$ cat src/hdl/tcs_cfg.svh
`ifndef TCS_CFG_SVH
`define TCS_CFG_SVH

// ------------------------------------------------------------
// register map
// ------------------------------------------------------------
`define TCS_STATUS_ADDR 7'h01
`define TCS_ADDR_W 7

// ------------------------------------------------------------
// status word fields
// ------------------------------------------------------------
`define TCS_PINFN_HI 15
`define TCS_PINFN_LO 14
`define TCS_ASLEEP_BIT 13
`define TCS_SELFSEQ_BIT 12
`define TCS_SETRDY_BIT 11
`define TCS_X_BIT 10
`define TCS_Y_BIT 9
`define TCS_Z1_BIT 8
`define TCS_Z2_BIT 7
`define TCS_BAT_BIT 6
`define TCS_AUX1_BIT 4
`define TCS_AUX2_BIT 3
`define TCS_TEMP1_BIT 2
`define TCS_TEMP2_BIT 1
`define TCS_PINFN_RST 2'h2
`define TCS_PINFN_PEN 2'h0
`define TCS_PINFN_DAV 2'h1

// ------------------------------------------------------------
// result channel indices
// ------------------------------------------------------------
`define TCS_NCH 9
`define TCS_CH_X 0
`define TCS_CH_Y 1
`define TCS_CH_Z1 2
`define TCS_CH_Z2 3
`define TCS_CH_BAT 4
`define TCS_CH_AUX1 5
`define TCS_CH_AUX2 6
`define TCS_CH_TEMP1 7
`define TCS_CH_TEMP2 8

`endif

$ cat src/hdl/tcs_pkg.sv
package tcs_pkg;
    typedef enum logic [2:0] {
        TCS_PIN_IDLE = 3'h1,
        TCS_PIN_PEN = 3'h2,
        TCS_PIN_DATA = 3'h4
    } tcs_pin_state_t;
    typedef logic [8:0] tcs_chan_t;
endpackage : tcs_pkg

$ cat src/hdl/tcs_fresh_flags.sv
`timescale 1ns/100ps
`default_nettype none
`include "tcs_cfg.svh"

module tcs_fresh_flags
    import tcs_pkg::*;
#(
    parameter int NCH = `TCS_NCH
) (
    // clock and reset
    input wire logic clk,
    input wire logic sys_rst,
    // result events
    input wire logic [NCH-1:0] resultStored,
    input wire logic [NCH-1:0] resultReadDone,
    input wire logic bufferMode,
    // flags
    output logic [NCH-1:0] freshFlags
);
    logic [NCH-1:0] fresh_r;
    logic [NCH-1:0] fresh_nxt;

    genvar g;
    generate
        for (g = 0; g < NCH; g++) begin : gen_flag
            // store wins over a same-cycle read completion
            always_comb begin
                if (resultStored[g] && !bufferMode) begin
                    fresh_nxt[g] = 1'b1;
                end else if (resultReadDone[g]) begin
                    fresh_nxt[g] = 1'b0;
                end else begin
                    fresh_nxt[g] = fresh_r[g];
                end
            end
        end
    endgenerate

    always_ff @(posedge clk) begin
        if (sys_rst) begin
            fresh_r <= '0;
        end else begin
            fresh_r <= fresh_nxt;
        end
    end

    assign freshFlags = fresh_r;
endmodule : tcs_fresh_flags
`default_nettype wire

$ cat src/hdl/tcs_pin_ctrl.sv
`timescale 1ns/100ps
`default_nettype none
`include "tcs_cfg.svh"

module tcs_pin_ctrl
    import tcs_pkg::*;
(
    // clock and reset
    input wire logic clk,
    input wire logic sys_rst,
    // sources
    input wire logic [1:0] pinFunction,
    input wire logic penTouch,
    input wire logic setComplete,
    input wire logic allRead,
    // pin
    output logic penOrReadyIrqPin_n
);
    tcs_pin_state_t state_r;
    tcs_pin_state_t state_nxt;
    logic pin_r;
    logic pin_nxt;

    always_comb begin
        state_nxt = state_r;
        case (state_r)
            TCS_PIN_IDLE: begin
                // a finished set wins over a touch, else ready mode would miss it
                if (setComplete) begin
                    state_nxt = TCS_PIN_DATA;
                end else if (penTouch) begin
                    state_nxt = TCS_PIN_PEN;
                end
            end
            TCS_PIN_PEN: begin
                if (setComplete) begin
                    state_nxt = TCS_PIN_DATA;
                end else if (!penTouch) begin
                    state_nxt = TCS_PIN_IDLE;
                end
            end
            TCS_PIN_DATA: begin
                if (allRead && !setComplete) begin
                    state_nxt = penTouch ? TCS_PIN_PEN : TCS_PIN_IDLE;
                end
            end
            default: state_nxt = TCS_PIN_IDLE;
        endcase
    end

    always_comb begin
        case (pinFunction)
            `TCS_PINFN_PEN: pin_nxt = !penTouch;
            `TCS_PINFN_DAV: pin_nxt = (state_nxt != TCS_PIN_DATA);
            // low from touch, high once the selected conversions are over
            default: pin_nxt = (state_nxt != TCS_PIN_PEN);
        endcase
    end

    always_ff @(posedge clk) begin
        if (sys_rst) begin
            state_r <= TCS_PIN_IDLE;
            pin_r <= 1'b1;
        end else begin
            state_r <= state_nxt;
            pin_r <= pin_nxt;
        end
    end

    assign penOrReadyIrqPin_n = pin_r;
endmodule : tcs_pin_ctrl
`default_nettype wire

$ cat src/hdl/tcs_status_reg.sv
// ------------------------------------------------------------
// Overview of operation
// pin function 00: active-low pin follows pen touch only
// pin function 01: pin goes low when a conversion set completes
// in data-ready mode the pin stays low until scanned results are read
// pin function 10/11: low on touch, high after selected conversions finish
// bits 15:14 read/write pin function, reset to 10
// bit 13 reads 1 while the converter is powered down
// bit 12 reads 1 in self-sequenced mode, 0 in host mode
// bit 11 sets when one complete conversion set finishes
// bit 11 clears only after all results of the set are read
// ready and fresh flags have no meaning in buffer mode
// X fresh flag sets on store, clears after X is read
// Y fresh flag sets on store, clears after Y is read
// Z1 fresh flag sets on store, clears after Z1 is read
// Z2 fresh flag sets on store, clears after Z2 is read
// battery fresh flag sets on store, clears after it is read
// AUX1 fresh flag sets on store, clears after it is read
// AUX2 fresh flag sets on store, clears after it is read
// TEMP1 fresh flag sets on store, clears after it is read
// TEMP2 fresh flag sets on store, clears after it is read
// in buffer mode results go to the buffer, flags tracked elsewhere
// writes to read-only and reserved bits ignored; reserved read zero
// host reads every scanned result before expecting pin or flags to clear
// ------------------------------------------------------------
`timescale 1ns/100ps
`default_nettype none
`include "tcs_cfg.svh"

module tcs_status_reg
    import tcs_pkg::*;
#(
    parameter int ADDR_W = `TCS_ADDR_W,
    parameter int NCH = `TCS_NCH
) (
    // clock and reset
    input wire logic clk,
    input wire logic sys_rst,
    // decoded serial-port register access
    input wire logic [ADDR_W-1:0] regAddr,
    input wire logic regWrite,
    input wire logic regRead,
    input wire logic [15:0] regWdata,
    output logic [15:0] regRdata,
    // converter side
    input wire logic penTouch,
    input wire logic converterAsleep,
    input wire logic selfSequenced,
    input wire logic bufferMode,
    input wire logic [NCH-1:0] resultStored,
    input wire logic [NCH-1:0] resultReadDone,
    input wire logic [NCH-1:0] scanSelect,
    input wire logic setComplete,
    // pin
    output logic penOrReadyIrqPin_n,
    output logic [1:0] pinFunction
);
    // ------------------------------------------------------------
    // address decode
    // ------------------------------------------------------------
    function automatic logic hitStatus(input logic [ADDR_W-1:0] a);
        hitStatus = (a == ADDR_W'(`TCS_STATUS_ADDR));
    endfunction : hitStatus

    // ------------------------------------------------------------
    // writable pin function field
    // ------------------------------------------------------------
    logic [1:0] pinFn_r;
    logic [1:0] pinFn_nxt;

    always_comb begin
        pinFn_nxt = pinFn_r;
        if (regWrite && hitStatus(regAddr)) begin
            // only 15:14 take write data, everything else ignored
            pinFn_nxt = regWdata[`TCS_PINFN_HI:`TCS_PINFN_LO];
        end
    end

    // ------------------------------------------------------------
    // set-ready tracking: pending holds results of this set not yet read
    // ------------------------------------------------------------
    logic [NCH-1:0] pending_r;
    logic [NCH-1:0] pending_nxt;
    logic setRdy_r;
    logic setRdy_nxt;
    logic allRead;

    always_comb begin
        pending_nxt = pending_r;
        // store wins over a read completion in the same cycle
        pending_nxt = (pending_r & ~resultReadDone) | (resultStored & scanSelect);
        if (bufferMode) begin
            pending_nxt = '0;
        end
    end

    assign allRead = (pending_nxt == '0);

    always_comb begin
        setRdy_nxt = setRdy_r;
        if (bufferMode) begin
            setRdy_nxt = 1'b0;
        end else if (setComplete) begin
            setRdy_nxt = 1'b1;
        end else if (setRdy_r && allRead) begin
            setRdy_nxt = 1'b0;
        end
    end

    always_ff @(posedge clk) begin
        if (sys_rst) begin
            pinFn_r <= `TCS_PINFN_RST;
            pending_r <= '0;
            setRdy_r <= 1'b0;
        end else begin
            pinFn_r <= pinFn_nxt;
            pending_r <= pending_nxt;
            setRdy_r <= setRdy_nxt;
        end
    end

    // ------------------------------------------------------------
    // per-result fresh flags
    // ------------------------------------------------------------
    logic [NCH-1:0] fresh;

    tcs_fresh_flags #(.NCH(NCH)) u_fresh (
        .clk(clk),
        .sys_rst(sys_rst),
        .resultStored(resultStored),
        .resultReadDone(resultReadDone),
        .bufferMode(bufferMode),
        .freshFlags(fresh)
    );

    // ------------------------------------------------------------
    // interrupt pin
    // ------------------------------------------------------------
    tcs_pin_ctrl u_pin (
        .clk(clk),
        .sys_rst(sys_rst),
        .pinFunction(pinFn_r),
        .penTouch(penTouch),
        .setComplete(setComplete && !bufferMode),
        .allRead(allRead),
        .penOrReadyIrqPin_n(penOrReadyIrqPin_n)
    );

    // ------------------------------------------------------------
    // read data, registered; reserved bits stay zero
    // ------------------------------------------------------------
    logic [15:0] rdata_r;
    logic [15:0] rdata_nxt;

    always_comb begin
        rdata_nxt = rdata_r;
        if (regRead) begin
            rdata_nxt = 16'h0000;
            if (hitStatus(regAddr)) begin
                rdata_nxt[`TCS_PINFN_HI:`TCS_PINFN_LO] = pinFn_r;
                rdata_nxt[`TCS_ASLEEP_BIT] = converterAsleep;
                rdata_nxt[`TCS_SELFSEQ_BIT] = selfSequenced;
                rdata_nxt[`TCS_SETRDY_BIT] = setRdy_r;
                rdata_nxt[`TCS_X_BIT] = fresh[`TCS_CH_X];
                rdata_nxt[`TCS_Y_BIT] = fresh[`TCS_CH_Y];
                rdata_nxt[`TCS_Z1_BIT] = fresh[`TCS_CH_Z1];
                rdata_nxt[`TCS_Z2_BIT] = fresh[`TCS_CH_Z2];
                rdata_nxt[`TCS_BAT_BIT] = fresh[`TCS_CH_BAT];
                rdata_nxt[`TCS_AUX1_BIT] = fresh[`TCS_CH_AUX1];
                rdata_nxt[`TCS_AUX2_BIT] = fresh[`TCS_CH_AUX2];
                rdata_nxt[`TCS_TEMP1_BIT] = fresh[`TCS_CH_TEMP1];
                rdata_nxt[`TCS_TEMP2_BIT] = fresh[`TCS_CH_TEMP2];
            end
        end
    end

    always_ff @(posedge clk) begin
        if (sys_rst) begin
            rdata_r <= 16'h0000;
        end else begin
            rdata_r <= rdata_nxt;
        end
    end

    assign regRdata = rdata_r;
    assign pinFunction = pinFn_r;
endmodule : tcs_status_reg
`default_nettype wire

$ cat config.mk
export PLATFORM = sky130hd
export DESIGN_NAME = tcs_status_reg
export DESIGN_NICKNAME = d
export VERILOG_FILES = /design/src/hdl/tcs_pkg.sv /design/src/hdl/tcs_fresh_flags.sv /design/src/hdl/tcs_pin_ctrl.sv /design/src/hdl/tcs_status_reg.sv
export VERILOG_INCLUDE_DIRS = /design/src /design/src/hdl
export SDC_FILE = /design/constraint.sdc
export NUM_CORES = 1
export LEC_CHECK = 0
export ABC_AREA = 1
export ABC_CLOCK_PERIOD_IN_PS = 2400
export BUFFER_PORTS_ARGS = -buffer_cell sky130_fd_sc_hd__buf_4
export CORE_MARGIN = 2
export CORE_UTILIZATION = 30
export CTS_CLUSTER_DIAMETER = 30
export DETAILED_ROUTE_END_ITERATION = 10
export PLACE_DENSITY = 0.53
export SETUP_SLACK_MARGIN = 0.2
export SLEW_MARGIN = 20
export SYNTH_ARGS = -nofsm -noshare
export SYNTH_HDL_FRONTEND = slang
export SYNTH_SLANG_ARGS = --single-unit
$ cat constraint.sdc
create_clock -name clk -period 2.4 [get_ports clk]
set_input_delay 0.36 -clock clk [delete_from_list [all_inputs] [get_ports clk]]
set_output_delay 0.36 -clock clk [all_outputs]
set_load 0.05 [all_outputs]
==> flow_metrics.env <==
export IMPL_outcome="complete, no violations"
export IMPL_final_cell_count_no_fill=355
export IMPL_p_sw_share_pct=29.4
export IMPL_drv_slew=0
export IMPL_synth_area_leaders="dfxtp_1 49%, nand2_1 18%, a21oi_1 8.7%"
export IMPL_fin_hold_ws_ns=0.248
export IMPL_viasPerCell=4.40
export IMPL_totalWireLength_mm=3.86
export IMPL_p_seq_share_pct=50.2
export IMPL_antenna_found_initial=0
export IMPL_clk_pin_slew_ns=0.08
export IMPL_yosys_warnings=0
export IMPL_r2r_end="u_pin.penOrReadyIrqPin_n$_SDFF_PP1_"
export IMPL_ant_nets=0
export IMPL_max_freq_ghz=0.730
export IMPL_synth_simple_area_share_pct=28.3
export IMPL_setup_tns_final_ns=0
export IMPL_fin_crit_sh_pct=57.1
export IMPL_crit_type="flop to flop"
export IMPL_cp_max_fo=3
export IMPL_endpoint="u_pin.penOrReadyIrqPin_n$_SDFF_PP1_"
export IMPL_crit_family="simple AND/OR/NAND/NOR gates"
export IMPL_hold_viol_final=0
export IMPL_grt_pass1_vias=1486
export IMPL_synth_seq_cells=39
export IMPL_worstSkewPairLatency_ns=0.30
export IMPL_slowest_stage="dfxtp_1"
export IMPL_synth_compound_area_share_pct=14.5
export IMPL_wl_per_cell_um=10.9
export IMPL_period_needed_ns=1.37
export IMPL_p_leak_nw=1.02
export IMPL_yosys_area_top_type="dfxtp_1"
export IMPL_cts_root_buf="clkbuf_8"
export IMPL_grtUsageTotal_pct=14.1
export IMPL_rsz0062_at_grt="false"
export IMPL_crit_buf_inv=1
export IMPL_row_count=26
export IMPL_grt_ovfl_total=0
export IMPL_numCtsBuffers=5
export IMPL_design_power_total_mw=1.39
export IMPL_port_buffers=61
export IMPL_nets=343
export IMPL_path_cells="inv_1, o21ai_1, nor2_1, nand2_1, nand2_1, nand2_2, nand2_1, a21oi_1, nand3_1, nand2_1, nand2_1"
export IMPL_arrival_ns=1.56
export IMPL_grt_pass1_wl_mm=6.61
export IMPL_vias=1561
export IMPL_num_io_pins=78
export IMPL_cpPeakStageDelay_ns=0.31
export IMPL_n_antenna_cell=0
export IMPL_finalSetupViolCount=0
export IMPL_crit_path_start="pending_r[6]$_SDFF_PP0_"
export IMPL_p_clk_share_pct=32.3
export IMPL_max_vdd_ir_drop_v=0.000214
export IMPL_endpoint_kind="flop"
export IMPL_fin_util_pct=42.6
export IMPL_crit_cells=11
export IMPL_synth_edf_count=0
export IMPL_maxCapViolCount=0
export IMPL_dp_cells=347
export IMPL_cts_setup_buffers=0
export IMPL_synthXorXnorAreaFrac_pct=0
export IMPL_synth_top_family_by_area="simple AND/OR/NAND/NOR gates"
export IMPL_synth_ff_type="dfxtp_1"
export IMPL_r2r_start="pending_r[6]$_SDFF_PP0_"
export IMPL_critPathMostFrequentCell="nand2_1"
export IMPL_core_area_mm2=0.00514
export IMPL_start_util_pct=31.2
export IMPL_globalRouteMet2Util_pct=24.3
export IMPL_yosys_area_share_adder_pct=0
export IMPL_reg2reg_depth=11
export IMPL_met3_usage_pct=4.71
export IMPL_layout_drive_gt1_share_pct=28.4
export IMPL_fillers=576
export IMPL_syn_avg_cell_area_um2=7.10
export IMPL_p_int_uw=979
export IMPL_synth_mux_area_share_pct=0
export IMPL_fin_skew_ns=0.0119
export IMPL_postSynthCellCount=226
export IMPL_switchingPower_uw=408
export IMPL_ys_seq_area_share_pct=48.7
export IMPL_die_h_um=77.1
export IMPL_pwr_share_comb_pct=17.5
export IMPL_dp_hpwl_mm=2.82
export IMPL_dr_first_iter_drc_count=42
export IMPL_first_pass_iters=4
export IMPL_power_density_mw_per_mm2=633
export IMPL_netlist_area_leader_share_pct=48.7
export IMPL_htree_num_levels=2
export IMPL_syn_to_final_growth_pct=36.4
export IMPL_clockBufferDepth=2
export IMPL_grt_start_max_net_pins=29
export IMPL_dieArea_mm2=0.00595
export IMPL_grt_busiest_layer="met2"
export IMPL_cp_start_kind="flop"
export IMPL_synthArstFlopShare_pct=0
export IMPL_crit_required_ns=2.59
export IMPL_drc=0
export IMPL_die_w_um=77.1
export IMPL_r2r_slack_ns=1.03
export IMPL_numClockSinks=39
export IMPL_cts_tree="built"
export IMPL_synth_area_mm2=0.00160
export IMPL_ys_types=20
export IMPL_use_met1_pct=15.7
export IMPL_place_gp_congestion=0.774
export IMPL_min_delay_path_class="primary input to flop"
export IMPL_cts_hold_buf=0
export IMPL_ctsResizeCount=0
[worst min path at each step]
stage / from / endpoint / slack (ns) / depth (start not counted)
4_1_cts: resultReadDone[6] / u_fresh.freshFlags[6]$_SDFFE_PP0P_ / 0.24 / 2
5_1_grt: resultReadDone[6] / u_fresh.freshFlags[6]$_SDFFE_PP0P_ / 0.23 / 2
3_5_place_dp: setRdy_r$_SDFFE_PP0P_ / setRdy_r$_SDFFE_PP0P_ / 0.45 / 2
2_1_floorplan: u_fresh.freshFlags[6]$_SDFFE_PP0P_ / u_fresh.freshFlags[6]$_SDFFE_PP0P_ / 0.43 / 2
6_report: resultReadDone[6] / u_fresh.freshFlags[6]$_SDFFE_PP0P_ / 0.25 / 2
3_3_place_gp: u_fresh.freshFlags[6]$_SDFFE_PP0P_ / u_fresh.freshFlags[6]$_SDFFE_PP0P_ / 0.45 / 2
[stage by stage]
step	cell area, µm²	setup slack, ns
6_report	2190	1.03
5_1_grt	2190	0.841
4_1_cts	2190	1.03
3_5_place_dp	2100	0.728
3_3_place_gp	2100	0.733
2_1_floorplan	1610	1.15
[cell type report]
class	count	area (µm²)	area share, %
Timing Repair Buffer	61	458	20.9
Inverter	21	78.8	3.60
Clock buffer	5	68.8	3.14
Tap cell	70	87.6	4.00
Sequential cell	39	781	35.7
Clock inverter	3	20.0	0.915
Multi-Input combinational cell	156	694	31.7
[power groups by stage]
| stage | sequential, mW | combinational, mW | clock (mW) |
|---|---|---|---|
| after floorplan | 0.752 | 0.106 | 0 |
| final | 0.696 | 0.243 | 0.448 |
| after detailed placement | 0.711 | 0.244 | 0 |
| after global routing | 0.700 | 0.271 | 0.492 |
| after global placement | 0.711 | 0.243 | 0 |
| after CTS | 0.696 | 0.245 | 0.462 |
[sequential cells by signal, indices dropped and copies added, names as in the netlist]
signal / flops
u_pin.penOrReadyIrqPin_n: 1
pinFunction: 2
u_pin.state_r: 3
setRdy_r: 1
pending_r: 9
regRdata: 14
u_fresh.freshFlags: 9
[cells in the mapped netlist, types with 2 or more instances]
library cell and n:
nand2_1 75, dfxtp_1 39, a21oi_1 28, inv_1 15, nor2_1 14, o21ai_0 12, nand3_1 11, clkbuf_1 7
inv_2 6, o21ai_1 5, buf_4 3, nand2_2 2, nor2_2 2
[cells in the final DEF (no fill, tap or decap)]
cell type and count:
nand3_1 11, nor3_4 1, nor3_2 1, clkbuf_8 5, o21ai_1 5, nor4b_1 1
buf_4 61, nor3_1 1, o21ai_0 12, a21oi_1 28, nand2_1 75, o31ai_1 1
nor2_1 14, clkinv_2 1, nor2_2 2, inv_1 15, conb_1 2, clkinvlp_4 2
nand2_2 2, inv_2 6, dfxtp_1 39
[routing by layer]
layer | vias to the layer above | wire length [µm]
met3 | 6 | 214
li1 | 831 | -
met1 | 687 | 1760
met2 | 37 | 1830
met5 | - | 0
met4 | 0 | 58
[cell families after synthesis]
kind of cell / count (synthesis)
compound gates: 46
buf+inv: 32
flops: 39
other cells: 1
simple gates: 108
[worst reg2reg max path: cells and delay by family, from the launching register on]
| family | cells | cell delay [ns] |
|---|---|---|
| AND/OR/NAND/NOR | 8 | 0.57 |
| flip-flops | 1 | 0.31 |
| AO/OA/AOI/OAI | 2 | 0.34 |
| buffers and inverters | 1 | 0.03 |
No activity file was read; power rests on OpenSTA's default activity.
